**config.mk**
```make
export PLATFORM = sky130hd
export DESIGN_NAME = msd_decoder
export DESIGN_NICKNAME = d
export VERILOG_FILES = /design/src/msd_pkg.sv /design/src/msd_decoder.sv /design/src/msd_option_bank.sv
export SDC_FILE = /design/constraint.sdc
export NUM_CORES = 1
export LEC_CHECK = 0
export BUFFER_PORTS_ARGS = -buffer_cell sky130_fd_sc_hd__buf_2
export CORE_MARGIN = 8
export CORE_UTILIZATION = 46
export DETAILED_ROUTE_END_ITERATION = 12
export HOLD_SLACK_MARGIN = 0.03
export PLACE_DENSITY = 0.8
export SYNTH_ARGS = -nofsm -noshare
export SYNTH_HDL_FRONTEND = slang
export SYNTH_SLANG_ARGS = --single-unit
```
**constraint.sdc**
```tcl
create_clock -name clk_sys -period 1.9 [get_ports clk_sys]
set_clock_uncertainty 0.15 [all_clocks]
set_input_delay 0.095 -clock clk_sys [delete_from_list [all_inputs] [get_ports clk_sys]]
set_output_delay 0.095 -clock clk_sys [all_outputs]
set_load 0.02 [all_outputs]
```
**src/msd_pkg.sv**
```systemverilog
// Package of constants and carrier types for the memory space decoder.
// Function
// - Option index pointer at FEH, option data port at FFH; pointer resets to zero.
// - Data port write stores to selected option register; read returns it.
// - Internal RAM 00H-FFH; low half direct and indirect, upper half indirect only.
// - Direct 80H-FFH goes to SFRs; indirect 80H-FFH goes to upper RAM.
// - External RAM 0000H-02FFH, reached only by external-RAM accesses.
// - Byte-pointer external address is page bits above the 8-bit pointer.
// - 00H-1FH holds four register banks chosen by two status-word bits.
// - Bytes 20H-2FH also give 128 bits numbered 00H-7FH for bit access.
// - Only SFRs ending in 0 or 8 are bit addressable; SFRs direct only.
// - Empty SFR addresses have no storage behind them.
// - External RAM page register at F7H, bits 1-0 page, bits 7-2 reserved.
// - Option set is trim at 83H and customer options at C1H and C2H.
// - Every reset loads option registers from the nonvolatile option area.
package msd_pkg;
    localparam logic [7:0]  SFR_EXT_PAGE   = 8'hf7;
    localparam logic [7:0]  SFR_OPT_INDEX  = 8'hfe;
    localparam logic [7:0]  SFR_OPT_DATA   = 8'hff;
    localparam logic [7:0]  OPT_IDX_TRIM   = 8'h83;
    localparam logic [7:0]  OPT_IDX_CUST0  = 8'hc1;
    localparam logic [7:0]  OPT_IDX_CUST1  = 8'hc2;
    localparam logic [7:0]  OPT_INDEX_RST  = 8'h00;
    localparam logic [1:0]  EXT_PAGE_RST   = 2'h0;
    localparam logic [7:0]  SFR_BASE       = 8'h80;
    localparam logic [7:0]  BANK_TOP       = 8'h1f;
    localparam logic [7:0]  BIT_BYTE_BASE  = 8'h20;
    localparam logic [15:0] EXT_RAM_TOP    = 16'h02ff;

    typedef enum logic [1:0] {
        MSD_NONE,
        MSD_DIRECT,
        MSD_INDIRECT,
        MSD_EXTERNAL
    } msd_kind_t;

    typedef enum logic [2:0] {
        MSD_TGT_NONE,
        MSD_TGT_RAM_LOW,
        MSD_TGT_RAM_HIGH,
        MSD_TGT_SFR,
        MSD_TGT_EXT_RAM
    } msd_target_t;

    typedef struct packed {
        msd_kind_t   kind;
        logic        byte_ptr;
        logic        bit_op;
        logic [15:0] addr;
    } msd_req_t;

    typedef struct packed {
        msd_target_t target;
        logic [9:0]  ram_addr;
        logic [2:0]  bit_pos;
        logic        bit_ok;
        logic        fault;
    } msd_route_t;

    typedef struct packed {
        logic [7:0] index;
        logic [7:0] trim;
        logic [7:0] cust0;
        logic [7:0] cust1;
        logic [1:0] page;
        logic       loaded;
    } msd_state_t;
endpackage

```
**src/msd_decoder.sv**
```systemverilog
// Top of the memory space decoder: routing of core accesses and its own SFRs.
`timescale 1ns/1ps
`default_nettype none
module msd_decoder (
    input  wire logic                clk_sys,
    input  wire logic                sys_rst,
    input  wire msd_pkg::msd_req_t   req,
    input  wire logic [7:0]          ptr_val,
    input  wire logic [1:0]          bank_sel,
    input  wire logic                sfr_wr,
    input  wire logic                sfr_rd,
    input  wire logic [7:0]          sfr_addr,
    input  wire logic [7:0]          sfr_wdata,
    input  wire logic [7:0]          nv_trim,
    input  wire logic [7:0]          nv_cust0,
    input  wire logic [7:0]          nv_cust1,
    output msd_pkg::msd_route_t      route,
    output logic [4:0]               bank_addr,
    output logic                     sfr_hit,
    output logic [7:0]               sfr_rdata,
    output logic [1:0]               page,
    output logic [7:0]               opt_index,
    output logic [7:0]               oscillator_trim_option,
    output logic [7:0]               customer_option_zero,
    output logic [7:0]               customer_option_one,
    output logic                     options_loaded
);
    typedef struct packed {
        logic [7:0]          index;
        logic [1:0]          page;
        msd_pkg::msd_route_t route;
    } msd_top_t;

    msd_top_t            st_r;
    msd_top_t            st_nxt;
    logic [7:0]          opt_rdata;
    logic                opt_wr;
    msd_pkg::msd_route_t rt;

    // Only this block's own SFRs are answered here; every other SFR address
    // reads zero from this block so the core may OR all SFR read buses.
    function automatic logic own_sfr(input logic [7:0] a);
        own_sfr = (a == msd_pkg::SFR_EXT_PAGE) || (a == msd_pkg::SFR_OPT_INDEX)
               || (a == msd_pkg::SFR_OPT_DATA);
    endfunction

    assign opt_wr = sfr_wr && (sfr_addr == msd_pkg::SFR_OPT_DATA);

    always_comb begin
        st_nxt       = st_r;
        st_nxt.route = rt;
        if (sfr_wr && sfr_addr == msd_pkg::SFR_OPT_INDEX) begin
            st_nxt.index = sfr_wdata;
        end
        if (sfr_wr && sfr_addr == msd_pkg::SFR_EXT_PAGE) begin
            st_nxt.page = sfr_wdata[1:0];
        end
    end

    always_ff @(posedge clk_sys or posedge sys_rst) begin
        if (sys_rst) begin
            st_r.index <= msd_pkg::OPT_INDEX_RST;
            st_r.page  <= msd_pkg::EXT_PAGE_RST;
            st_r.route <= '0;
        end else begin
            st_r <= st_nxt;
        end
    end

    msd_option_bank u_opt (
        .clk_sys (clk_sys),
        .sys_rst (sys_rst),
        .nv_trim (nv_trim),
        .nv_cust0(nv_cust0),
        .nv_cust1(nv_cust1),
        .index   (st_r.index),
        .data_wr (opt_wr),
        .wdata   (sfr_wdata),
        .rdata   (opt_rdata),
        .loaded  (options_loaded),
        .trim    (oscillator_trim_option),
        .cust0   (customer_option_zero),
        .cust1   (customer_option_one)
    );

    always_comb begin
        sfr_hit   = sfr_rd && own_sfr(sfr_addr);
        sfr_rdata = 8'h00;
        if (sfr_rd) begin
            unique case (sfr_addr)
                msd_pkg::SFR_EXT_PAGE:  sfr_rdata = {6'h00, st_r.page};
                msd_pkg::SFR_OPT_INDEX: sfr_rdata = st_r.index;
                msd_pkg::SFR_OPT_DATA:  sfr_rdata = opt_rdata;
                default:                sfr_rdata = 8'h00;
            endcase
        end
    end

    // Routing is decoded here and registered with the rest of the state, so the
    // target shows one cycle after the request and stays glitch free.
    always_comb begin
        rt = '0;
        rt.target = msd_pkg::MSD_TGT_NONE;
        unique case (req.kind)
            msd_pkg::MSD_DIRECT: begin
                if (req.bit_op) begin
                    // Bit numbers below 80H map into bytes 20H-2FH.
                    if (req.addr[7] == 1'b0) begin
                        rt.target   = msd_pkg::MSD_TGT_RAM_LOW;
                        rt.ram_addr = {2'h0, msd_pkg::BIT_BYTE_BASE[7:4],
                                       req.addr[6:3]};
                        rt.bit_pos  = req.addr[2:0];
                        rt.bit_ok   = 1'b1;
                    end else begin
                        // Bit space above 7FH reaches SFRs ending in 0 or 8.
                        rt.target   = msd_pkg::MSD_TGT_SFR;
                        rt.ram_addr = {2'h0, req.addr[7:3], 3'h0};
                        rt.bit_pos  = req.addr[2:0];
                        rt.bit_ok   = 1'b1;
                    end
                end else if (req.addr[7:0] >= msd_pkg::SFR_BASE) begin
                    rt.target   = msd_pkg::MSD_TGT_SFR;
                    rt.ram_addr = {2'h0, req.addr[7:0]};
                end else begin
                    rt.target   = msd_pkg::MSD_TGT_RAM_LOW;
                    rt.ram_addr = {2'h0, req.addr[7:0]};
                end
            end
            msd_pkg::MSD_INDIRECT: begin
                rt.ram_addr = {2'h0, req.addr[7:0]};
                if (req.addr[7:0] >= msd_pkg::SFR_BASE) begin
                    rt.target = msd_pkg::MSD_TGT_RAM_HIGH;
                end else begin
                    rt.target = msd_pkg::MSD_TGT_RAM_LOW;
                end
            end
            msd_pkg::MSD_EXTERNAL: begin
                if (req.byte_ptr) begin
                    rt.ram_addr = {st_r.page, ptr_val};
                    rt.target   = msd_pkg::MSD_TGT_EXT_RAM;
                    rt.fault    = ({6'h00, st_r.page, ptr_val} > msd_pkg::EXT_RAM_TOP);
                end else if (req.addr <= msd_pkg::EXT_RAM_TOP) begin
                    rt.ram_addr = req.addr[9:0];
                    rt.target   = msd_pkg::MSD_TGT_EXT_RAM;
                end else begin
                    rt.fault    = 1'b1;
                end
            end
            default: ;
        endcase
    end

    assign route = st_r.route;

    // Working register Rn lives at bank * 8 + n within 00H-1FH.
    assign bank_addr = {bank_sel, req.addr[2:0]};
    assign page      = st_r.page;
    assign opt_index = st_r.index;
endmodule
`default_nettype wire

```
**src/msd_option_bank.sv**
```systemverilog
// Option register bank reached through the index pointer and data port.
`timescale 1ns/1ps
`default_nettype none
module msd_option_bank (
    input  wire logic        clk_sys,
    input  wire logic        sys_rst,
    input  wire logic [7:0]  nv_trim,
    input  wire logic [7:0]  nv_cust0,
    input  wire logic [7:0]  nv_cust1,
    input  wire logic [7:0]  index,
    input  wire logic        data_wr,
    input  wire logic [7:0]  wdata,
    output logic      [7:0]  rdata,
    output logic             loaded,
    output logic      [7:0]  trim,
    output logic      [7:0]  cust0,
    output logic      [7:0]  cust1
);
    msd_pkg::msd_state_t st_r;
    msd_pkg::msd_state_t st_nxt;

    always_comb begin
        st_nxt = st_r;
        // Load happens in the first cycle after reset release, since async
        // reset may only place constants in the flops.
        if (!st_r.loaded) begin
            st_nxt.trim   = nv_trim;
            st_nxt.cust0  = nv_cust0;
            st_nxt.cust1  = nv_cust1;
            st_nxt.loaded = 1'b1;
        end else if (data_wr) begin
            unique case (index)
                msd_pkg::OPT_IDX_TRIM:  st_nxt.trim  = wdata;
                msd_pkg::OPT_IDX_CUST0: st_nxt.cust0 = wdata;
                msd_pkg::OPT_IDX_CUST1: st_nxt.cust1 = wdata;
                default: ;
            endcase
        end
    end

    always_ff @(posedge clk_sys or posedge sys_rst) begin
        if (sys_rst) begin
            st_r <= '0;
        end else begin
            st_r <= st_nxt;
        end
    end

    always_comb begin
        unique case (index)
            msd_pkg::OPT_IDX_TRIM:  rdata = st_r.trim;
            msd_pkg::OPT_IDX_CUST0: rdata = st_r.cust0;
            msd_pkg::OPT_IDX_CUST1: rdata = st_r.cust1;
            default:                rdata = 8'h00;
        endcase
    end

    assign loaded = st_r.loaded;
    assign trim   = st_r.trim;
    assign cust0  = st_r.cust0;
    assign cust1  = st_r.cust1;
endmodule
`default_nettype wire

```
==> summary.md, run 1 <==
| Metric | Value |
|---|---|
| Max VDD drop | `0.395 mV` |
| Post-Syn Area | `0.00282 mm^2` |
| Top cell type's share of synthesized area | `0.471` |
| Wirelength, routed | `11,900 um` |
| Post-synth EDFFs | `0` |
| Count of maximum capacitance violations | `0` |
| WP buf/inv | `3` |
| Avg Synthesized Cell Area | `9.71 um^2` |
| Worst skew pair latency | `0.30 ns` |
| TritonCTS Buffers | `5` |
| CP Max Fanout | `5` |
| Layout cells sized above 1 | `0.408` |
| Min Hold Slack | `approximately 0.040 ns` |
| Initial DRC Count | `235` |
| Most used DFF post-synth | `dfrtp_1` |
| CP Data Arrival Time | `around 1.8 ns` |
| Seq cells post-synth | `53` |
| Area leader, netlist | `dfrtp_1` |
| CTS tree | `yes` |
| Die Ht | `94.2 um` |
| Final-report hold violation count | `0` |
| Max Clk Rate | `488 MHz` |
| Core box area | `between 0.005 and 0.006 mm^2` |
| Mapped Cells | `between 200 and 300` |
| Post-synthesis xor/xnor area fraction | `0` |
| CTS Root Buffer Type | `clkbuf_8` |
| Crit Path Class | `reg2out` |
| Pre-CTS setup slack | `between 0.1 and 0.15 ns` |
| Syn_nets | `364` |
| H-tree level count | `2` |
| Total grt overflow | `0` |
| Fraction of registers with async set/reset | `1.00` |
| CP endpoint kind | `output port` |
| Wirelength per Cell | `approximately 21 um` |
| Actual slew at the worst max-slew pin | `0.508 ns` |
| Yosys cell types | `39` |
| FILL cells | `389` |
| Most frequent cells after synthesis | `dfrtp_1 (53), nor2_1 (33), o21ai_0 (29), a31oi_1 (26), a22o_1 (25)` |
| Largest net degree at the start of global routing | `50` |
| FP Rows | `28` |
| RD Place Congestion | `0.871` |
| Worst Setup Start Kind | `flop` |
| Cell Area, Placed | `about 0.0036 mm^2` |
| Area growth syn-to-layout | `60.8%` |
| Seq/Total Area, Yosys | `0.471` |
| Critical Path RT | `1.65 ns` |
| Fin util | `0.765` |
| Clock slew at reported path FFs | `approximately 0.090 ns` |
| CTS max path bufs | `2` |
| Largest family of logic cells by synthesized area | `compound AO/OA/AOI/OAI gates` |
| Initial DRT Pass Iterations | `5` |
| Synth Warn # | `0` |
| Final number of setup-violating endpoints | `8` |
| Simple-gate share of the synthesized area | `0.177` |
| Detail Placement HPWL | `7320 um` |
| CTS Sinks | `53` |
| Residual DRC | `0` |
| LEAKAGE | `2.18 nW` |
| I/O pins | `141` |
| Crit path max-delay family | `compound AO/OA/AOI/OAI gates` |
| Die W | `94.2 um` |
| Die area | `0.00888 mm^2` |
| Main area contributors after synthesis | `dfrtp_1 (47%), a22o_1 (7.8%), a31oi_1 (5.8%)` |
| Placed cell count | `489` |
| Slew headroom | `0.659` |
| Synth Area in Compound Gates | `0.248` |
| Post-synthesis mux area share | `0.0400` |
| PwrDens | `574 mW/mm^2` |
| Initial Util | `0.475` |
| DR vias | `3,494` |
| Failing checks | `setup timing` |
| Final max-slew violation count | `0` |
| Min-Delay Path Class | `in2out` |
| Port Buffer Count | `approximately 140` |
| Cell area after layout | `0.00453 mm^2` |
| Non-Filler Instances | `between 500 and 600` |
| Adder-Cell Fraction of Synth Area | `0` |
| Outcome | `complete, but fails checks` |
| Final Power | `approximately 2.6 mW` |
| Fin crit share | `1.08` |
| Final min period | `2.05 ns` |
| First-pass GRT wire length | `18,200 um` |
| Setup TNS | `-0.980 ns` |
| Critical Path Slowest Stage Cell | `dfrtp_2` |
| Vias in the first global route | `3,452` |
| Fin nets | `573` |
| CP Cell Sequence | `buf_6, nor2b_4, buf_6, a22o_1, a22o_1, a22o_1, buf_6` |
| Routed vias/inst | `6.07` |
| Initial antenna violation count | `1` |
| RSZ-0062 raised after global routing | `true` |
| GRT Overall Usage | `0.265` |
| Most frequent cell after synthesis | `dfrtp_1` |
| ANT nets after route | `0` |
| Final setup margin | `-0.147 ns` |
| CP peak stage delay | `0.45 ns` |
-- report_power, final --
group	internal (mW)	switching, mW	leakage [nW]
Combinational	0.311	0.379	1.49
Sequential	1.21	0.0665	0.651
Clock	0.262	0.376	0.0385
Total	1.78	0.822	2.18
-- state kept, by name, indices dropped and copies added (netlist names) --
signal	flops
page	2
route	18
u_opt.cust1	8
u_opt.trim	8
u_opt.loaded	1
opt_index	8
u_opt.cust0	8
-- routing by layer --
metal | up-vias | GRT usage | wire (um)
met5 | - | 0 | 0
met4 | 0 | 0.181 | 759
met3 | 72 | 0.0671 | 1350
met2 | 303 | 0.405 | 5600
met1 | 1608 | 0.320 | 4240
li1 | 1511 | - | -
-- placed cells by master (no fill, tap or decap), types with 11 or more instances in the layout --
cell type / netlist / final
a22o_1: 25 / 25
a31oi_1: 26 / 25
buf_2: 8 / 128
buf_4: 6 / 28
dfrtp_1: 53 / 52
dlygate4sd3_1: 0 / 59
nand3_1: 11 / 11
nand4_1: 20 / 20
nor2_1: 33 / 31
o21ai_0: 29 / 25
-- timing repair --
action / CTS / global route
hold buffers: 59 / 0
setup endpoints to repair: 8 / 13
resized for setup: 30 / 9
buffers inserted: 16 / 1
pin swaps: 17 / 7
hold endpoints to repair: 72 / 0
cloned: 2 / 0
-- layout make-up --
class | count | area (um^2) | area share
flip-flops and latches | 53 | 1330 | 0.293
inverters | 5 | 18.8 | 0.00415
repair buffers | 228 | 1630 | 0.359
well taps | 75 | 93.8 | 0.0207
diodes | 1 | 2.50 | 0.000553
clock buffers | 7 | 76.3 | 0.0169
multi-input cells | 206 | 1370 | 0.303
clock inverters | 1 | 7.51 | 0.00166
-- path summary, 6_finish.rpt --
kind / slack [ns] / to / from / depth (start not counted)
setup / recovery: -0.15 / sfr_rdata[6] / opt_index[1]$_DFFE_PP0P_ / 7
hold / removal: 0.04 / bank_addr[4] / bank_sel[1] / 0
setup reg to reg: 0.01 / u_opt.cust0[7]$_DFFE_PP0P_ / opt_index[5]$_DFFE_PP0P_ / 6
hold reg to reg: 0.45 / u_opt.trim[7]$_DFFE_PP0P_ / u_opt.trim[7]$_DFFE_PP0P_ / 2
max in group asynchronous: 0.77 / opt_index[3]$_DFFE_PP0P_ / sys_rst / 4
min in group asynchronous: 0.20 / u_opt.trim[2]$_DFFE_PP0P_ / sys_rst / 3
-- cell families after synthesis --
kind of cell,count (synthesis)
buf+inv,31
flops,53
other cells,1
compound gates,102
mux,10
simple gates,93
(Power assumes the default switching activity.)
==> run 2, diff against run 1 <==
--- a/config.mk
+++ b/config.mk
@@ -7,10 +7,10 @@
 export LEC_CHECK = 0
 export BUFFER_PORTS_ARGS = -buffer_cell sky130_fd_sc_hd__buf_2
 export CORE_MARGIN = 8
-export CORE_UTILIZATION = 46
+export CORE_UTILIZATION = 49
 export DETAILED_ROUTE_END_ITERATION = 12
 export HOLD_SLACK_MARGIN = 0.03
-export PLACE_DENSITY = 0.8
+export PLACE_DENSITY = 0.85
 export SYNTH_ARGS = -nofsm -noshare
 export SYNTH_HDL_FRONTEND = slang
 export SYNTH_SLANG_ARGS = --single-unit
==> constraint.sdc (replaced) <==
create_clock -name clk_sys -period 2.6 [get_ports clk_sys]
set_clock_uncertainty 0.15 [all_clocks]
set_input_delay 0.13 -clock clk_sys [delete_from_list [all_inputs] [get_ports clk_sys]]
set_output_delay 0.13 -clock clk_sys [all_outputs]
set_load 0.02 [all_outputs]
==> run 2 against run 1 <==
Effect of this change: first-iteration DRC count grew 3.4%; count of clock-buffer cells in the layout is the same; the flow now finishes without violations; hold slack gained 0.028 ns; utilization grew 4.1 points; flip-flop and latch count is the same; setup slack gained 0.26 ns; global-route usage shrank 0.77 points; critical path type is now in2reg.
==> summary.md, run 2 (same netlist as run 1, synthesis figures left out) <==
| Metric | Value |
|---|---|
| Die area | `0.00843 mm^2 (-5.1%)` |
| Final-report hold violation count | `0 (unchanged)` |
| Clock slew at reported path FFs | `0.09 ns (about the same)` |
| Most Crowded Layer GR | `met2` |
| Min-Delay Path Class | `in2reg` |
| CTS Root Buffer Type | `clkbuf_8` |
| Core box area | `0.00554 mm^2 (-6.4%)` |
| Min Hold Slack | `0.0683 ns (+0.0282 ns)` |
| Slew headroom | `0.533 (-0.126)` |
| Cell Area, Placed | `0.00350 mm^2 (-1.7%)` |
| Critical Path Slowest Stage Cell | `dlygate4sd3_1` |
| CP Cell Sequence | `dlygate4sd3_1, buf_2, a211oi_4, nand4_1, dlygate4sd3_1, a21oi_1, dlygate4sd3_1` |
| GRT met3 Usage | `0.0611 (-0.00602)` |
| Met2 GRT Util | `0.430 (+0.0248)` |
| Die W | `91.8 um (-2.6%)` |
| Fin nets | `574 (+0.17%)` |
| Initial Util | `0.508 (+0.0326)` |
| RD Place Congestion | `0.909 (+4.4%)` |
| Critical Path RT | `2.69 ns (+1.04 ns)` |
| I/O pins | `141 (unchanged)` |
| CTS tree | `yes` |
| Detail Placement HPWL | `7160 um (-2.1%)` |
| Multi-input logic area | `0.00132 mm^2 (-3.8%)` |
| GRT Overall Usage | `0.257 (-0.00771)` |
| Worst skew pair latency | `0.30 ns (about the same)` |
| Biggest register | `route` |
| Wirelength, routed | `11,200 um (-6.7%)` |
| Fin crit share | `0.957` |
| Final max-slew violation count | `0 (unchanged)` |
| Max VDD drop | `0.273 mV (-31%)` |
| Total grt overflow | `0 (unchanged)` |
| Initial DRT Pass Iterations | `6 (+1)` |
| Cell area after layout | `0.00446 mm^2 (-1.4%)` |
| H-tree level count | `2 (unchanged)` |
| ANT nets after route | `0 (unchanged)` |
| Most frequent cells in the layout | `buf_2 (136), dlygate4sd3_1 (82), dfrtp_1 (53), nor2_1 (33), o21ai_0 (29)` |
| Max Clk Rate | `approximately 400 MHz` |
| FP Rows | `27 (-3.6%)` |
| Crit path max-delay family | `buffers and inverters` |
| FILL cells | `356 (-8.5%)` |
| Area growth syn-to-layout | `58.5%` |
| CP dominant cell by count | `dlygate4sd3_1` |
| Sequential cell area | `0.00133 mm^2 (about the same)` |
| Final number of setup-violating endpoints | `0 (-8)` |
| Fin util | `0.805 (+0.0407)` |
| Count of maximum capacitance violations | `0 (unchanged)` |
| Largest net degree at the start of global routing | `50 (unchanged)` |
| Final min period | `2.49 ns` |
| Vias in the first global route | `3,410 (-1.2%)` |
| Initial antenna violation count | `2 (+1)` |
| DR vias | `3,391 (-2.9%)` |
| Actual slew at the worst max-slew pin | `0.700 ns (+0.192 ns)` |
| CP endpoint kind | `flop` |
| Placed cell count | `482 (-1.4%)` |
| CP peak stage delay | `0.61 ns (+0.16 ns)` |
| Routed vias/inst | `5.90 (-2.8%)` |
| Commonest non-fill, non-tap cell in the layout | `buf_2` |
| Met1 usage | `0.313 (-0.00682)` |
| RSZ-0062 raised after global routing | `false` |
| Non-Filler Instances | `575 (-0.17%)` |
| Die Ht | `91.8 um (-2.6%)` |
| LEAKAGE | `2.12 nW (-2.4%)` |
| Wirelength per Cell | `19.4 um (-6.5%)` |
| Max reg flops | `18 (unchanged)` |
| Crit Path Class | `in2reg` |
| First-pass GRT wire length | `17,600 um (-3.4%)` |
| Setup TNS | `0 ns (+0.980 ns)` |
| CP Max Fanout | `3 (-2)` |
| Residual DRC | `0 (unchanged)` |
| CP Data Arrival Time | `2.58 ns (+0.78 ns)` |
| CTS Sinks | `53 (unchanged)` |
| Layout cells sized above 1 | `0.345 (-0.0627)` |
| Worst Setup Start Kind | `input port` |
| Initial DRC Count | `243 (+3.4%)` |
| CTS max path bufs | `2 (unchanged)` |
| WP buf/inv | `4 (+1)` |
| PwrDens | `453 mW/mm^2 (-21%)` |
| Port Buffer Count | `136 (unchanged)` |
| Outcome | `complete, no violations` |
| TritonCTS Buffers | `5 (unchanged)` |
run 2: cell types whose count changed in the layout (fill, tap and decap cells not counted), sizes merged:
cell         previous run  this run
buf                   168       147
bufbuf                  1         0
bufinv                  0         1
clkinvlp                1         0
diode                   1         2
dlygate4sd3            59        82
run 2: what timing repair did:
action	CTS	global route
endpoints found under the setup margin	0	2
hold buffers	82	0
hold endpoints to repair	83	0
resized for setup	0	1
buffers inserted	0	1
run 2: per-stage QoR:
step                worst slack, ns  power [mW]
floorplan                     0.762        1.15
global placement              0.764        1.31
detailed placement            0.723        1.32
CTS                           0.147        2.01
global route                 0.0662        2.10
finish                        0.113        2.02
run 2: cell type report:
| type | count | share of cell area |
|---|---|---|
| multi-input combinational | 206 | 0.296 |
| antenna | 2 | 0.00112 |
| tap | 72 | 0.0202 |
| sequential | 53 | 0.297 |
| timing repair buffer | 229 | 0.355 |
| clock inverter | 1 | 0.00673 |
| inverter | 5 | 0.00421 |
| clock buffer | 7 | 0.0193 |
run 2: power breakdown:
part	switching [mW]	leakage [nW]	total [mW]	internal (mW)
registers	0.0498	0.652	0.931	0.881
clock network	0.263	0.0585	0.577	0.314
logic	0.268	1.41	0.512	0.244
total	0.581	2.12	2.02	1.44
run 2: metal layers:
metal  wire [um]  vias to the layer above
li1            -                     1503
met1        4160                     1608
met2        5470                      238
met3        1100                       42
met4         426                        0
met5           0                        -
run 2: worst paths after layout:
kind / startpoint / end / slack, ns / depth (start not counted)
worst max-delay path: req[9] / route[14]$_DFF_PP0_ / 0.11 / 7
worst min-delay path: ptr_val[7] / route[12]$_DFF_PP0_ / 0.07 / 4
worst max register to register: opt_index[4]$_DFFE_PP0P_ / u_opt.trim[4]$_DFFE_PP0P_ / 0.19 / 6
worst min register to register: opt_index[4]$_DFFE_PP0P_ / opt_index[4]$_DFFE_PP0P_ / 0.43 / 1
max in group asynchronous: sys_rst / u_opt.cust1[4]$_DFFE_PP0P_ / 1.33 / 4
min in group asynchronous: sys_rst / route[8]$_DFF_PP0_ / 0.31 / 3
run 2: tightest hold or removal path: stages:
cell     delay (ns)
buf_2          0.07
nand3_1        0.06
o21ai_0        0.07
a32o_1         0.14
